--- src/rtl/light_wake_pkg.sv ---
package light_wake_pkg;
	// ==========================================================
	// Sizes
	localparam int NUM_BUTTONS = 12;
	localparam int NUM_PINS    = 8;
	localparam int NUM_KEYS    = 6;

	// ==========================================================
	// Register offsets
	localparam logic [7:0] OFS_WAKE_LEN   = 8'h33;
	localparam logic [7:0] OFS_WAKE_KEYS0 = 8'h34;
	localparam logic [7:0] OFS_WAKE_KEYS1 = 8'h35;
	localparam logic [7:0] OFS_WAKE_KEYS2 = 8'h36;
	localparam logic [7:0] OFS_LIGHT_MAP0 = 8'h37;
	localparam logic [7:0] OFS_LIGHT_MAP1 = 8'h38;
	localparam logic [7:0] OFS_LIGHT_MAP2 = 8'h39;
	localparam logic [7:0] OFS_LIGHT_MAP3 = 8'h3A;
	localparam logic [7:0] OFS_GRP0_HIGH  = 8'h3B;
	localparam logic [7:0] OFS_GRP0_LOW   = 8'h3C;
	localparam logic [7:0] OFS_GRP1_HIGH  = 8'h3D;
	localparam logic [7:0] OFS_GRP1_LOW   = 8'h3E;
	localparam logic [7:0] OFS_HYST       = 8'h3F;
	localparam logic [7:0] OFS_AUTOLIGHT  = 8'h43;

	// ==========================================================
	// Reset values
	localparam logic [7:0] RST_WAKE_LEN  = 8'h00;
	localparam logic [7:0] RST_WAKE_KEYS = 8'h00;
	localparam logic [7:0] RST_LIGHT_MAP = 8'h00;
	localparam logic [7:0] RST_MASK      = 8'h00;
	localparam logic [7:0] RST_HYST      = 8'h02;
	localparam logic [7:0] RST_AUTOLIGHT = 8'hFF;

	// ==========================================================
	// Fields and codes
	localparam logic [7:0]  MASK_HIGH_USED = 8'h7F;
	localparam logic [7:0]  HYST_MAX       = 8'h64;
	localparam logic [15:0] SEGMENT_ONLY   = 16'h4000;
	localparam int          EVB_CCW        = 12;
	localparam int          EVB_CW         = 13;
	localparam int          EVB_WHEEL      = 14;
	localparam logic [3:0]  MAP_GROUP0     = 4'hC;
	localparam logic [3:0]  MAP_GROUP1     = 4'hD;
	localparam logic [3:0]  MAP_CCW        = 4'hE;
	localparam logic [3:0]  MAP_CW         = 4'hF;
	localparam logic [3:0]  KEY_WHEEL      = 4'hC;
	localparam logic [3:0]  KEY_CCW        = 4'hD;
	localparam logic [3:0]  KEY_CW         = 4'hE;
	localparam logic [7:0]  WAKE_ANY       = 8'h00;
	localparam logic [7:0]  WAKE_SENSOR_OFF = 8'h06;
	localparam logic [31:0] PERCENT_FULL   = 32'h0000_0064;
endpackage : light_wake_pkg

--- src/rtl/wheel_segment_tracker.sv ---
`timescale 1ns/1ps
module wheel_segment_tracker
	import light_wake_pkg::*;
#(
	parameter int POS_W = 10
) (
	// Clock and reset
	input  wire logic             clk_sys,
	input  wire logic             srst,
	// Wheel state
	input  wire logic             touch,
	input  wire logic [POS_W-1:0] pos,
	input  wire logic [POS_W-1:0] pos_max,
	// Settings
	input  wire logic [3:0]       seg_count,
	input  wire logic [7:0]       hyst,
	// Current segment
	output logic      [2:0]       seg_idx
);

	// ==========================================================
	// Segment tracking
	logic [2:0]  cur_r;
	logic [2:0]  cur_nxt;
	logic        touch_r;
	logic [2:0]  raw;
	logic [31:0] pos_n;
	logic [31:0] hys_t;
	logic [31:0] up_b;
	logic [31:0] dn_b;

	// Raw segment: s is reached once pos*N >= s*max, so no divider is needed.
	always_comb begin
		raw = 3'h0;
		for (int s = 1; s < 8; s++) begin
			if (32'(s) < 32'(seg_count) &&
			    32'(pos) * 32'(seg_count) >= 32'(s) * 32'(pos_max)) begin
				raw = 3'(s);
			end
		end
	end

	// Scaled by 100*N so that the percentage never needs a division.
	assign pos_n = 32'(pos) * 32'(seg_count) * PERCENT_FULL;
	assign hys_t = 32'(hyst) * 32'(pos_max) * 32'(seg_count);
	assign up_b  = (32'(cur_r) + 32'h1) * 32'(pos_max) * PERCENT_FULL;
	assign dn_b  = 32'(cur_r) * 32'(pos_max) * PERCENT_FULL;

	// A new touch lands on the raw segment of its own position; while held it
	// steps one segment at a time, and only after crossing a border by the
	// hysteresis margin. Landing waits for the first touched cycle because
	// the position shown before touch-down is stale and would trap the
	// index in a wrong segment behind the hysteresis.
	always_comb begin
		cur_nxt = cur_r;
		if (!touch || !touch_r || 32'(cur_r) >= 32'(seg_count)) begin
			cur_nxt = raw;
		end else if (32'(cur_r) + 32'h1 < 32'(seg_count) && pos_n >= up_b + hys_t) begin
			cur_nxt = cur_r + 3'h1;
		end else if (cur_r != 3'h0 && pos_n + hys_t <= dn_b) begin
			cur_nxt = cur_r - 3'h1;
		end
	end

	// Register stage.
	always_ff @(posedge clk_sys) begin
		if (srst) begin
			cur_r   <= 3'h0;
			touch_r <= 1'b0;
		end else begin
			cur_r   <= cur_nxt;
			touch_r <= touch;
		end
	end

	assign seg_idx = cur_r;

	// ==========================================================
	// Checks
	property p_seg_range;
		@(posedge clk_sys) disable iff (srst)
		(seg_count != 4'h0 && $stable(seg_count)) |-> (4'(cur_r) < seg_count);
	endproperty
	a_seg_range: assert property (p_seg_range) else $error("segment out of range");

	property p_seg_step;
		@(posedge clk_sys) disable iff (srst)
		(touch && $past(touch) && $past(touch, 2) && $stable(seg_count) &&
		 cur_r != $past(cur_r))
		|-> (cur_r == $past(cur_r) + 3'h1 || cur_r == $past(cur_r) - 3'h1);
	endproperty
	a_seg_step: assert property (p_seg_step) else $error("segment jumped while held");

endmodule : wheel_segment_tracker

--- src/rtl/touch_event_light_wake_mapper.sv ---
`timescale 1ns/1ps
module touch_event_light_wake_mapper
	import light_wake_pkg::*;
#(
	parameter int POS_W = 10
) (
	// Clock and reset
	input  wire logic                   clk_sys,
	input  wire logic                   srst,
	// Register port from the serial host engine
	input  wire logic [7:0]             reg_addr,
	input  wire logic [7:0]             reg_wdata,
	input  wire logic                   reg_we,
	input  wire logic                   reg_re,
	output logic      [7:0]             reg_rdata,
	// Sensing engine
	input  wire logic [NUM_BUTTONS-1:0] btn_touch,
	input  wire logic                   wheel_touch,
	input  wire logic                   rot_cw,
	input  wire logic                   rot_ccw,
	input  wire logic [POS_W-1:0]       wheel_pos,
	input  wire logic [POS_W-1:0]       wheel_position_max,
	// Wake control
	input  wire logic                   doze_active,
	input  wire logic                   input_pin_wake,
	input  wire logic                   host_wake_cmd,
	output logic                        wake_pulse,
	// Output pins
	input  wire logic [NUM_PINS-1:0]    host_pin_value,
	output logic      [NUM_PINS-1:0]    output_pin
);

	// ==========================================================
	// Register file
	logic [7:0]  wake_len_r, wake_len_nxt;
	logic [23:0] wake_keys_r, wake_keys_nxt;
	logic [31:0] map_r, map_nxt;
	logic [15:0] grp0_r, grp0_nxt;
	logic [15:0] grp1_r, grp1_nxt;
	logic [7:0]  hyst_r, hyst_nxt;
	logic [7:0]  auto_r, auto_nxt;
	logic [7:0]  rdata_r, rdata_nxt;

	// Writes land byte by byte; every mask bit is its own flip-flop.
	always_comb begin
		wake_len_nxt  = wake_len_r;
		wake_keys_nxt = wake_keys_r;
		map_nxt       = map_r;
		grp0_nxt      = grp0_r;
		grp1_nxt      = grp1_r;
		hyst_nxt      = hyst_r;
		auto_nxt      = auto_r;
		if (reg_we) begin
			case (reg_addr)
				OFS_WAKE_LEN:   wake_len_nxt = reg_wdata;
				OFS_WAKE_KEYS0: wake_keys_nxt[23:16] = reg_wdata;
				OFS_WAKE_KEYS1: wake_keys_nxt[15:8] = reg_wdata;
				OFS_WAKE_KEYS2: wake_keys_nxt[7:0] = reg_wdata;
				OFS_LIGHT_MAP0: map_nxt[31:24] = reg_wdata;
				OFS_LIGHT_MAP1: map_nxt[23:16] = reg_wdata;
				OFS_LIGHT_MAP2: map_nxt[15:8] = reg_wdata;
				OFS_LIGHT_MAP3: map_nxt[7:0] = reg_wdata;
				OFS_GRP0_HIGH:  grp0_nxt[15:8] = reg_wdata & MASK_HIGH_USED;
				OFS_GRP0_LOW:   grp0_nxt[7:0] = reg_wdata;
				OFS_GRP1_HIGH:  grp1_nxt[15:8] = reg_wdata & MASK_HIGH_USED;
				OFS_GRP1_LOW:   grp1_nxt[7:0] = reg_wdata;
				// Out-of-range percentages are held at full scale.
				OFS_HYST:       hyst_nxt = (reg_wdata > HYST_MAX) ? HYST_MAX : reg_wdata;
				OFS_AUTOLIGHT:  auto_nxt = reg_wdata;
				default:        ;
			endcase
		end
	end

	// Read mux; unmapped offsets and the reserved mask bit read as zero.
	always_comb begin
		rdata_nxt = rdata_r;
		if (reg_re) begin
			case (reg_addr)
				OFS_WAKE_LEN:   rdata_nxt = wake_len_r;
				OFS_WAKE_KEYS0: rdata_nxt = wake_keys_r[23:16];
				OFS_WAKE_KEYS1: rdata_nxt = wake_keys_r[15:8];
				OFS_WAKE_KEYS2: rdata_nxt = wake_keys_r[7:0];
				OFS_LIGHT_MAP0: rdata_nxt = map_r[31:24];
				OFS_LIGHT_MAP1: rdata_nxt = map_r[23:16];
				OFS_LIGHT_MAP2: rdata_nxt = map_r[15:8];
				OFS_LIGHT_MAP3: rdata_nxt = map_r[7:0];
				OFS_GRP0_HIGH:  rdata_nxt = grp0_r[15:8];
				OFS_GRP0_LOW:   rdata_nxt = grp0_r[7:0];
				OFS_GRP1_HIGH:  rdata_nxt = grp1_r[15:8];
				OFS_GRP1_LOW:   rdata_nxt = grp1_r[7:0];
				OFS_HYST:       rdata_nxt = hyst_r;
				OFS_AUTOLIGHT:  rdata_nxt = auto_r;
				default:        rdata_nxt = 8'h00;
			endcase
		end
	end

	// Register stage for the register file.
	always_ff @(posedge clk_sys) begin
		if (srst) begin
			wake_len_r  <= RST_WAKE_LEN;
			wake_keys_r <= {3{RST_WAKE_KEYS}};
			map_r       <= {4{RST_LIGHT_MAP}};
			grp0_r      <= {RST_MASK, RST_MASK};
			grp1_r      <= {RST_MASK, RST_MASK};
			hyst_r      <= RST_HYST;
			auto_r      <= RST_AUTOLIGHT;
			rdata_r     <= 8'h00;
		end else begin
			wake_len_r  <= wake_len_nxt;
			wake_keys_r <= wake_keys_nxt;
			map_r       <= map_nxt;
			grp0_r      <= grp0_nxt;
			grp1_r      <= grp1_nxt;
			hyst_r      <= hyst_nxt;
			auto_r      <= auto_nxt;
			rdata_r     <= rdata_nxt;
		end
	end

	assign reg_rdata = rdata_r;

	// ==========================================================
	// Rotation state and edge history
	logic                   cw_r, cw_nxt;
	logic                   ccw_r, ccw_nxt;
	logic [NUM_BUTTONS-1:0] btn_prev_r;
	logic                   wheel_prev_r;

	// Direction holds until the other direction or a release.
	always_comb begin
		cw_nxt  = cw_r;
		ccw_nxt = ccw_r;
		if (rot_cw) begin
			cw_nxt  = 1'b1;
			ccw_nxt = 1'b0;
		end else if (rot_ccw) begin
			cw_nxt  = 1'b0;
			ccw_nxt = 1'b1;
		end else if (!wheel_touch) begin
			cw_nxt  = 1'b0;
			ccw_nxt = 1'b0;
		end
	end

	// Register stage for rotation and history.
	always_ff @(posedge clk_sys) begin
		if (srst) begin
			cw_r         <= 1'b0;
			ccw_r        <= 1'b0;
			btn_prev_r   <= '0;
			wheel_prev_r <= 1'b0;
		end else begin
			cw_r         <= cw_nxt;
			ccw_r        <= ccw_nxt;
			btn_prev_r   <= btn_touch;
			wheel_prev_r <= wheel_touch;
		end
	end

	// ==========================================================
	// Groups and wheel segments
	logic [15:0] ev_vec;
	logic [15:0] grp0_eff;
	logic        seg_mode;
	logic        grp0_ev;
	logic        grp1_ev;
	logic [7:0]  seg_pin;
	logic [3:0]  seg_count;
	logic [2:0]  seg_rank [NUM_PINS];
	logic [2:0]  seg_idx;

	// Bit positions of the event vector match the mask layout directly.
	assign ev_vec   = {1'b0, wheel_touch, cw_r, ccw_r, btn_touch};
	// The segment bit counts only as the sole group0 member.
	assign seg_mode = (grp0_r == SEGMENT_ONLY);
	assign grp0_eff = grp0_r & ~SEGMENT_ONLY;
	assign grp0_ev  = |(grp0_eff & ev_vec);
	assign grp1_ev  = |(grp1_r & ev_vec);

	// Rank each segment pin by how many segment pins sit below it.
	always_comb begin
		seg_count = 4'h0;
		for (int i = 0; i < NUM_PINS; i++) begin
			seg_pin[i]  = seg_mode && auto_r[i] && map_r[4*i +: 4] == MAP_GROUP0;
			seg_rank[i] = seg_count[2:0];
			seg_count   = seg_count + {3'h0, seg_pin[i]};
		end
	end

	wheel_segment_tracker #(
		.POS_W (POS_W)
	) u_seg (
		.clk_sys   (clk_sys),
		.srst      (srst),
		.touch     (wheel_touch),
		.pos       (wheel_pos),
		.pos_max   (wheel_position_max),
		.seg_count (seg_count),
		.hyst      (hyst_r),
		.seg_idx   (seg_idx)
	);

	// ==========================================================
	// Output pins
	logic [NUM_PINS-1:0] out_r, out_nxt;
	logic [NUM_PINS-1:0] sel;

	// Decode each pin's field; pins sharing a code switch together, except group0 pins in segment mode, which light one per segment.
	always_comb begin
		for (int i = 0; i < NUM_PINS; i++) begin
			case (map_r[4*i +: 4])
				MAP_GROUP0: sel[i] = seg_mode ? (wheel_touch && wheel_prev_r &&
				                                 seg_idx == seg_rank[i])
				                              : grp0_ev;
				MAP_GROUP1: sel[i] = grp1_ev;
				MAP_CCW:    sel[i] = ccw_r;
				MAP_CW:     sel[i] = cw_r;
				default:    sel[i] = btn_touch[map_r[4*i +: 4]];
			endcase
			out_nxt[i] = auto_r[i] ? sel[i] : host_pin_value[i];
		end
	end

	// Register stage for the pins.
	always_ff @(posedge clk_sys) begin
		if (srst) begin
			out_r <= '0;
		end else begin
			out_r <= out_nxt;
		end
	end

	assign output_pin = out_r;

	// ==========================================================
	// Wake-up sequence
	logic       key_hit;
	logic [3:0] key_code;
	logic [3:0] key_want;
	logic [2:0] idx_r, idx_nxt;
	logic       wake_r, wake_nxt;

	// New presses become key codes; the lowest code wins a tie, so two
	// simultaneous presses count as one key rather than a false mismatch.
	always_comb begin
		key_hit  = 1'b1;
		key_code = KEY_CW;
		if (!rot_cw) begin
			key_code = KEY_CCW;
			key_hit  = rot_ccw;
		end
		if (rot_ccw) begin
			key_code = KEY_CCW;
		end
		if (wheel_touch && !wheel_prev_r) begin
			key_code = KEY_WHEEL;
			key_hit  = 1'b1;
		end
		for (int b = NUM_BUTTONS - 1; b >= 0; b--) begin
			if (btn_touch[b] && !btn_prev_r[b]) begin
				key_code = 4'(b);
				key_hit  = 1'b1;
			end
		end
	end

	assign key_want = wake_keys_r[4*idx_r +: 4];

	// Match keys in order; lengths of six or more disable sensor wake.
	always_comb begin
		idx_nxt  = idx_r;
		wake_nxt = 1'b0;
		if (!doze_active) begin
			idx_nxt = 3'h0;
		end else if (input_pin_wake || host_wake_cmd) begin
			wake_nxt = 1'b1;
			idx_nxt  = 3'h0;
		end else if (wake_len_r >= WAKE_SENSOR_OFF) begin
			idx_nxt = 3'h0;
		end else if (key_hit) begin
			if (wake_len_r == WAKE_ANY) begin
				wake_nxt = 1'b1;
			end else if (key_code == key_want) begin
				if (8'(idx_r) + 8'h1 == wake_len_r) begin
					wake_nxt = 1'b1;
					idx_nxt  = 3'h0;
				end else begin
					idx_nxt = idx_r + 3'h1;
				end
			end else begin
				idx_nxt = (key_code == wake_keys_r[3:0]) ? 3'h1 : 3'h0;
			end
		end
	end

	// Register stage for the matcher.
	always_ff @(posedge clk_sys) begin
		if (srst) begin
			idx_r  <= 3'h0;
			wake_r <= 1'b0;
		end else begin
			idx_r  <= idx_nxt;
			wake_r <= wake_nxt;
		end
	end

	assign wake_pulse = wake_r;

	// ==========================================================
	// Checks
	property p_grp0_pair;
		@(posedge clk_sys) disable iff (srst)
		(auto_r[0] && map_r[3:0] == MAP_GROUP0 && grp0_r == 16'h0003 && |btn_touch[1:0])
		|=> output_pin[0];
	endproperty
	a_grp0_pair: assert property (p_grp0_pair) else $error("group0 pair did not light");

	property p_pin0_btn4;
		@(posedge clk_sys) disable iff (srst)
		(auto_r[0] && map_r[3:0] == 4'h4) |=> (output_pin[0] == $past(btn_touch[4]));
	endproperty
	a_pin0_btn4: assert property (p_pin0_btn4) else $error("pin0 not following button 4");

	property p_host_pin;
		@(posedge clk_sys) disable iff (srst)
		!auto_r[1] |=> (output_pin[1] == $past(host_pin_value[1]));
	endproperty
	a_host_pin: assert property (p_host_pin) else $error("manual pin not host driven");

	property p_cw_release;
		@(posedge clk_sys) disable iff (srst)
		(!wheel_touch && !rot_cw && !rot_ccw) |=> (!cw_r && !ccw_r);
	endproperty
	a_cw_release: assert property (p_cw_release) else $error("rotation not cleared");

	property p_wake_any;
		@(posedge clk_sys) disable iff (srst)
		(doze_active && wake_len_r == WAKE_ANY && key_hit) |=> wake_pulse;
	endproperty
	a_wake_any: assert property (p_wake_any) else $error("no wake on any event");

	property p_wake_off;
		@(posedge clk_sys) disable iff (srst)
		(doze_active && wake_len_r == WAKE_SENSOR_OFF && !input_pin_wake && !host_wake_cmd)
		|=> !wake_pulse;
	endproperty
	a_wake_off: assert property (p_wake_off) else $error("sensor woke disabled sequence");

	property p_restart;
		@(posedge clk_sys) disable iff (srst)
		(doze_active && !input_pin_wake && !host_wake_cmd && wake_len_r != WAKE_ANY &&
		 wake_len_r < WAKE_SENSOR_OFF && key_hit && key_code != key_want &&
		 key_code != wake_keys_r[3:0]) |=> (idx_r == 3'h0 && !wake_pulse);
	endproperty
	a_restart: assert property (p_restart) else $error("mismatch did not restart");

	property p_grp1_high;
		@(posedge clk_sys) disable iff (srst)
		(reg_we && reg_addr == OFS_GRP1_HIGH)
		|=> (grp1_r[15:8] == ($past(reg_wdata) & MASK_HIGH_USED));
	endproperty
	a_grp1_high: assert property (p_grp1_high) else $error("group1 high byte wrong");

	property p_hyst_range;
		@(posedge clk_sys) disable iff (srst)
		(reg_we && reg_addr == OFS_HYST) |=> (hyst_r <= HYST_MAX &&
		 (hyst_r == $past(reg_wdata) || $past(reg_wdata) > HYST_MAX));
	endproperty
	a_hyst_range: assert property (p_hyst_range) else $error("hysteresis above full scale");

endmodule : touch_event_light_wake_mapper

--- config.mk ---
export PLATFORM = sky130hd
export DESIGN_NAME = touch_event_light_wake_mapper
export DESIGN_NICKNAME = d
export VERILOG_FILES = /design/src/rtl/light_wake_pkg.sv /design/src/rtl/wheel_segment_tracker.sv /design/src/rtl/touch_event_light_wake_mapper.sv
export SDC_FILE = /design/constraint.sdc
export NUM_CORES = 2
export LEC_CHECK = 0
export ABC_CLOCK_PERIOD_IN_PS = 29700
export BUFFER_PORTS_ARGS = -buffer_cell sky130_fd_sc_hd__buf_4
export CORE_ASPECT_RATIO = 0.8
export CORE_MARGIN = 2
export CORE_UTILIZATION = 40
export DETAILED_ROUTE_END_ITERATION = 10
export HOLD_SLACK_MARGIN = 0.08
export SLEW_MARGIN = 30
export SYNTH_ARGS = -nofsm -noshare
export SYNTH_HDL_FRONTEND = slang
export SYNTH_SLANG_ARGS = --single-unit
--- constraint.sdc ---
create_clock -name clk_sys -period 29.7 [get_ports clk_sys]
set_input_delay 1.485 -clock clk_sys [delete_from_list [all_inputs] [get_ports clk_sys]]
set_output_delay 1.485 -clock clk_sys [all_outputs]
set_load 0.01 [all_outputs]
Word-level counts from Yosys, hierarchy flattened
Cells that the tools add are included.
Widths: inputs -> output; s select.
{ "totals": {"ram_bits": 0, "out_inout_bits": 17, "elab_cells": 323, "romBits": 0, "latchBits": 0, "inputBits": 66, "ff_bits": 148, "memories": 0} }
{ "op_classes": {"shifts": 1, "n_mul": 12, "addsub": 14, "reduce_logical": 88, "mux": 94, "eq_ne": 59, "n_bitwise": 4, "div": 0, "magnitude_cmp": 28} }
{ "op_table": {"columns": ["cell", "count"], "rows": [
  ["$eq 4x4->1 const B", 32],
  ["$pmux 8 s14", 1],
  ["$eq 8x6->1 const B", 13],
  ["$mux 4", 14],
  ["$mux 1", 50],
  ["$logic_and 1x1->1", 47],
  ["$ge 14x13->1", 3],
  ["$lt 4x5->1 const B", 8],
  ["$add 32x22->32", 1],
  ["$bmux 1 s4", 8],
  ["$ge 21x32->1", 1],
  ["$le 32x20->1", 1],
  ["$lt 32x4->1", 1],
  ["$mul 32x10->32", 1],
  ["$mul 32x5->30 const B", 1],
  ["$pmux 1 s4", 8],
  ["$reduce_or 16->1", 2],
  ["$reduce_and 2->1", 15],
  ["$ge 14x12->1", 2],
  ["$mux 3", 9],
  ["$mul 3x10->13 const A", 2],
  ["$mul 2x10->12 const A", 2],
  ["$shiftx 24x6->4", 1],
  ["$add 21x22->23", 1],
  ["other kinds (42)", 76]
]} }

Longest topological paths before layout
{ "depth": {"depth_word": 21, "mapped_depth": 58, "depth_no_buf": 54} }

Cells and area by module
From an unflattened synthesis, not the netlist that was laid out.
{ "unflattened": {"cells_unflattened": 3253, "hier_area_um2": 26499.2} }
{ "modules_own_cells": {"columns": ["module", "area_each_um2", "cells_per_inst", "instances", "seq_area_each_um2"], "rows": [
  ["wheel_segment_tracker", 17799.6, 2185, 1, 80.1],
  ["touch_event_light_wake_mapper", 8699.6, 1068, 1, 2902.8]
]} }

Worst setup path after synthesis
No wires, ideal clock.
{ "synth_timing": {"kind": "flip-flop to flip-flop", "startpoint": "register grp0_r[10]", "endpoint": "register u_seg.cur_r[2], in the netlist u_seg.seg_idx[2]", "path_stages_with_launch": 55, "synth_period_minus_slack_ps": 12610, "required_ps": 29627, "t_arrival_ps": 12537, "setup_time_ps": 73, "path_buffers": 2, "setup_slack_ps": 17090, "path_cell_list": "dfxtp_1 -> nor4b_1 -> nand4_1 -> or4_1 -> fa_1 -> inv_1 -> ha_1 -> ha_1 -> ha_1 -> ha_1 -> ha_1 -> nand3_1 -> o22ai_1 -> a311o_1 -> or3_4 -> nand2_2 -> buf_2 -> clkbuf_1 -> [19 not listed] -> nor2b_1 -> xnor2_1 -> ha_1 -> nand3_1 -> nand2_1 -> a41oi_1 -> nand2b_1 -> a21oi_1 -> xnor2_1 -> ha_1 -> nand4_1 -> a31oi_1 -> o22ai_1 -> and4_1 -> nand3_1 -> o21ai_1 -> or4b_4 -> o211ai_2"} }
{ "synth_via": {"elab_chain_len": 18, "word_cells_on_any_way": 55, "cone_classes": "9 x add/sub; 3 x mul; 12 x order compare; 1 x eq/ne; 6 x mux; 24 x reduce/logical"} }
{ "synth_rtl": {"columns": ["element", "line_no", "text"], "rows": [
  ["start, declared", "touch_event_light_wake_mapper.sv:38", "logic [15:0] grp0_r, grp0_nxt;"],
  ["start signal, assigned", "touch_event_light_wake_mapper.sv:105", "grp0_r <= {RST_MASK, RST_MASK};"],
  ["start signal, assigned", "touch_event_light_wake_mapper.sv:114", "grp0_r <= grp0_nxt;"],
  ["$eq 15x15->1 (*)", "touch_event_light_wake_mapper.sv:177", "assign seg_mode = (grp0_r == SEGMENT_ONLY);"],
  ["$logic_and 1x1->1 (2 in series)", "touch_event_light_wake_mapper.sv:186", "seg_pin[i] = seg_mode && auto_r[i] && map_r[4*i +: 4] == MAP_GROUP0;"],
  ["$add 1x1->2", "touch_event_light_wake_mapper.sv:188", "seg_count = seg_count + {3'h0, seg_pin[i]};"],
  ["$add 2x1->3", "touch_event_light_wake_mapper.sv:188", null],
  ["$add 3x1->4", "touch_event_light_wake_mapper.sv:188", null],
  ["$add 4x1->4 (3 in series)", "touch_event_light_wake_mapper.sv:188", null],
  ["$add 4x1->4 (*)", "touch_event_light_wake_mapper.sv:188", null],
  ["branches (longest 8 deep; another with $le 32x20->1)", null, null],
  ["end signal, assigned", "wheel_segment_tracker.sv:71", "cur_r <= cur_nxt;"],
  ["end, declared", "wheel_segment_tracker.sv:23", "logic [2:0] cur_r;"]
]} }
Mark *: on every way between the ends.
A chain may end at the register's enable or synchronous reset.

Worst setup path in the final report
{ "layout_timing": {"startpoint": "register grp0_r[0]", "endpoint": "register u_seg.cur_r[2], in the netlist u_seg.seg_idx[2]"} }
Same word-level chain as after synthesis.

==> key figures <==
Run status
  – Status: finished, final reports clean

Final layout
  – Commonest non-fill, non-tap cells in the layout: ha_1 (454), inv_1 (351), nand2_1 (351), a21oi_1 (220), nor2_1 (210)
  – Commonest non-fill, non-tap cell in the layout: ha_1
  – Post-route insts no fill: about 4,000
  – Layout cells sized above 1: 6.84%
  – Area Overhead vs Synth: 7.10%
  – Post-route cell area: 28,200 um^2
  – Final nets: 3,930
  – Area of the multi-input gates: 21,500 um^2
  – Fillers: 6,565
  – Register area: 2960 um^2

Worst hold path
  – HP Start: reg_rdata[6]$_SDFFE_PP0P_
  – Worst Hold Endpoint: reg_rdata[6]$_SDFFE_PP0P_
  – Hold depth: 2
  – Hold WC Path Type: reg -> reg

GRT
  – Largest net degree at the start of global routing: 77
  – Gr usage total: roughly a quarter
  – Remaining Overflow, GRT: 0
  – Vias in the first global route: 21,800
  – Antenna violations before repair: 0
  – First-pass GRT wire length: around 130,000 um

Detailed routing
  – DRC viols: 0
  – Pre-antenna DRT Iters: 8
  – Routed vias: 23,700
  – DRT Wirelength: slightly above 80,000 um
  – Post-DR vias/cell: 5.74
  – Antenna Nets Post-Route: 0
  – Routed WL per cell: 19.6 um
  – 1st-iter DRT viols: 2,316

Pwr
  – PwrDens: approximately 21 nW/um^2
  – VDD IR max: 0.0000335 V
  – Total power: 0.000601 W
  – Leak: 13.8 nW

Floorplan
  – Rows: between 80 and 90
  – DIE WIDTH: roughly 290 um
  – Starting Density: around two fifths
  – Io pins: between 80 and 90
  – Placeable Area: around 65,000 um^2
  – Chip Height: 233 um
  – Die area: 67,800 um^2

Clock network
  – CTS H-Tree Depth: 4
  – Clk_lat worst skew: 0.44 ns
  – TritonCTS Buffers: 17
  – Clock slew at reported path FFs: roughly 0.070 ns
  – CTS tree: yes
  – Clk root buf: clkbuf_16
  – PostCTS Resize Cnt: 0
  – Clock Sinks: 148
  – Setup bufs post-CTS: 0
  – Hold bufs inserted after CTS: 0
  – Clk buf depth: 2

Critical path
  – Crit-path slowest cell: fa_1
  – Reg2reg end: u_seg.seg_idx[2]$_SDFFE_PP0P_
  – Crit end category: flip-flop
  – CP required: 30.07 ns
  – Max incr delay on CP: 0.88 ns
  – R2R depth: 51
  – Worst-path fanout max: 30
  – Startpoint Class: flip-flop
  – CP Class: reg -> reg
  – R2r setup slk: 15.79 ns
  – CP dominant cell by count: ha_1
  – WP data arrival: 14.29 ns
  – FF-to-FF Start: grp0_r[0]$_SDFFE_PP0P_

Synthesis
  – Sequential area share after synthesis: 11.3%
  – Share of synthesized registers carrying an async set or reset: 0%
  – Post-synth cell types: 97
  – Syn Inst Count: 3,262
  – Syn avg cell area: roughly 8.1 um^2
  – Yosys warns: 0
  – Register bit total from synthesis: 148
  – Post-Syn Nets: around 3,900
  – Synth Flop Type: dfxtp_1
  – Synthesized area: 26,300 um^2
  – Post-synth EDFFs: 0

Placement
  – Post-Place Cells: ~4,000
  – Placement Cell Area: around 28,000 um^2
  – I/O Buffers: 82
  – GP Congestion: 0.967
  – DP Wirelength: 64,100 um

STA
  – Slew headroom: 32.8%
  – Skew final: 0.0138 ns
  – Setup-failing EPs final: 0
  – Worst Tran Pin Value: 1.00 ns
  – Final Max Tran Viols: 0
  – Final hold viol count: 0
  – TNS Setup: 0 ns
  – Final worst path period need: roughly 14 ns
  – RSZ-0062 raised after global routing: false
  – Tcrit/Tclk final: between 40% and 50%
  – Max Freq: 0.0719 GHz

Job
  – Max-cap violations: 0
-- flip-flops by register name, indices dropped and copies added, names as in the netlist --
signal         count
wake_len_r         8
map_r             32
u_seg.touch_r      1
output_pin         8
auto_r             8
hyst_r             8
ccw_r              1
cw_r               1
reg_rdata          8
btn_prev_r        12
grp0_r            15
wake_keys_r       24
idx_r              3
u_seg.seg_idx      3
wake_pulse         1
grp1_r            15
-- logic make-up (layout without fill, tap and decap cells) --
kind of cell / after synthesis / after routing / synth area share [%]
AOI/OAI and AO/OA: 672 / 672 / 16.7
DFF: 148 / 148 / 11.3
muxes: 89 / 89 / 5.46
other: 0 / 1 / 0
xor gates and xnor gates: 156 / 156 / 5.37
and+or+nand+nor: 1089 / 1089 / 20.0
buffers and inverters: 489 / 486 / 7.10
adders and majority gates: 619 / 619 / 34.1
-- through the flow --
| step | utilization [%] | setup slack, ns | hold WS, ns |
|---|---|---|---|
| floorplan | - | 17.09 | 0.445 |
| global placement | 42.2 | 16.18 | 0.458 |
| detailed placement | 42.2 | 15.89 | 0.464 |
| CTS | 43.1 | 15.85 | 0.474 |
| global route | 43.1 | 14.86 | 0.499 |
| finish | 43.1 | 15.79 | 0.472 |
-- how the worst max path moves through the flow --
stage	startpoint	endpoint	slack, ns
3_3_place_gp	grp0_r[0]$_SDFFE_PP0P_	u_seg.seg_idx[2]$_SDFFE_PP0P_	16.18
3_5_place_dp	grp0_r[0]$_SDFFE_PP0P_	u_seg.seg_idx[2]$_SDFFE_PP0P_	15.89
4_1_cts	grp0_r[0]$_SDFFE_PP0P_	u_seg.seg_idx[2]$_SDFFE_PP0P_	15.85
6_report	grp0_r[0]$_SDFFE_PP0P_	u_seg.seg_idx[2]$_SDFFE_PP0P_	15.79
2_1_floorplan	grp0_r[10]$_SDFFE_PP0P_	u_seg.seg_idx[2]$_SDFFE_PP0P_	17.09
5_1_grt	grp0_r[0]$_SDFFE_PP0P_	u_seg.seg_idx[2]$_SDFFE_PP0P_	14.86
-- power breakdown --
part / total (W) / internal, W / switching (W)
registers: 0.000202 / 0.000200 / 0.00000174
logic: 0.000185 / 0.0000707 / 0.000115
clock network: 0.000213 / 0.000112 / 0.000101
total: 0.000601 / 0.000383 / 0.000218
-- cells in the mapped netlist (35+ instances only) --
| cell | number | area, um^2 |
|---|---|---|
| a21o_1 | 46 | 345 |
| nor3_1 | 58 | 290 |
| xnor2_1 | 102 | 893 |
| nand3_1 | 130 | 651 |
| nand2b_1 | 40 | 250 |
| fa_1 | 163 | 3260 |
| nor2_1 | 212 | 796 |
| clkbuf_1 | 126 | 473 |
| o21ai_0 | 106 | 531 |
| nor2b_1 | 54 | 338 |
| inv_1 | 351 | 1320 |
| a21oi_1 | 220 | 1100 |
| nand2_1 | 351 | 1320 |
| xor2_1 | 51 | 447 |
| and2_1 | 104 | 651 |
| mux2i_1 | 35 | 350 |
| mux4_2 | 42 | 946 |
| dfxtp_1 | 148 | 2960 |
| ha_1 | 454 | 5680 |
-- layer usage --
metal  vias to the layer above  GRT usage (%)  wire length, um
met2                       927           33.9            32700
met4                         0           3.64             1050
li1                      11400              -                -
met1                     11300           36.6            39800
met5                         -              0                0
met3                        85           4.26             7280
-- cell type report --
cell class	count	area share, %
multi-input combinational	2625	76.3
antenna	1	0.00888
clock buffer	18	1.56
timing repair buffer	100	2.66
tap	860	3.82
sequential	148	10.5
clock inverter	13	0.413
inverter	355	4.73
-- worst max-delay path: cells and delay by family, from the launching register on --
family	cells	cell delay [ns]
simple gates	17	4.31
buf+inv	2	0.12
compound gates	14	2.63
fa+ha+maj	15	6.03
xor+xnor	3	0.43
flops	1	0.34
Note: power is estimated with default switching activity, not from simulation.
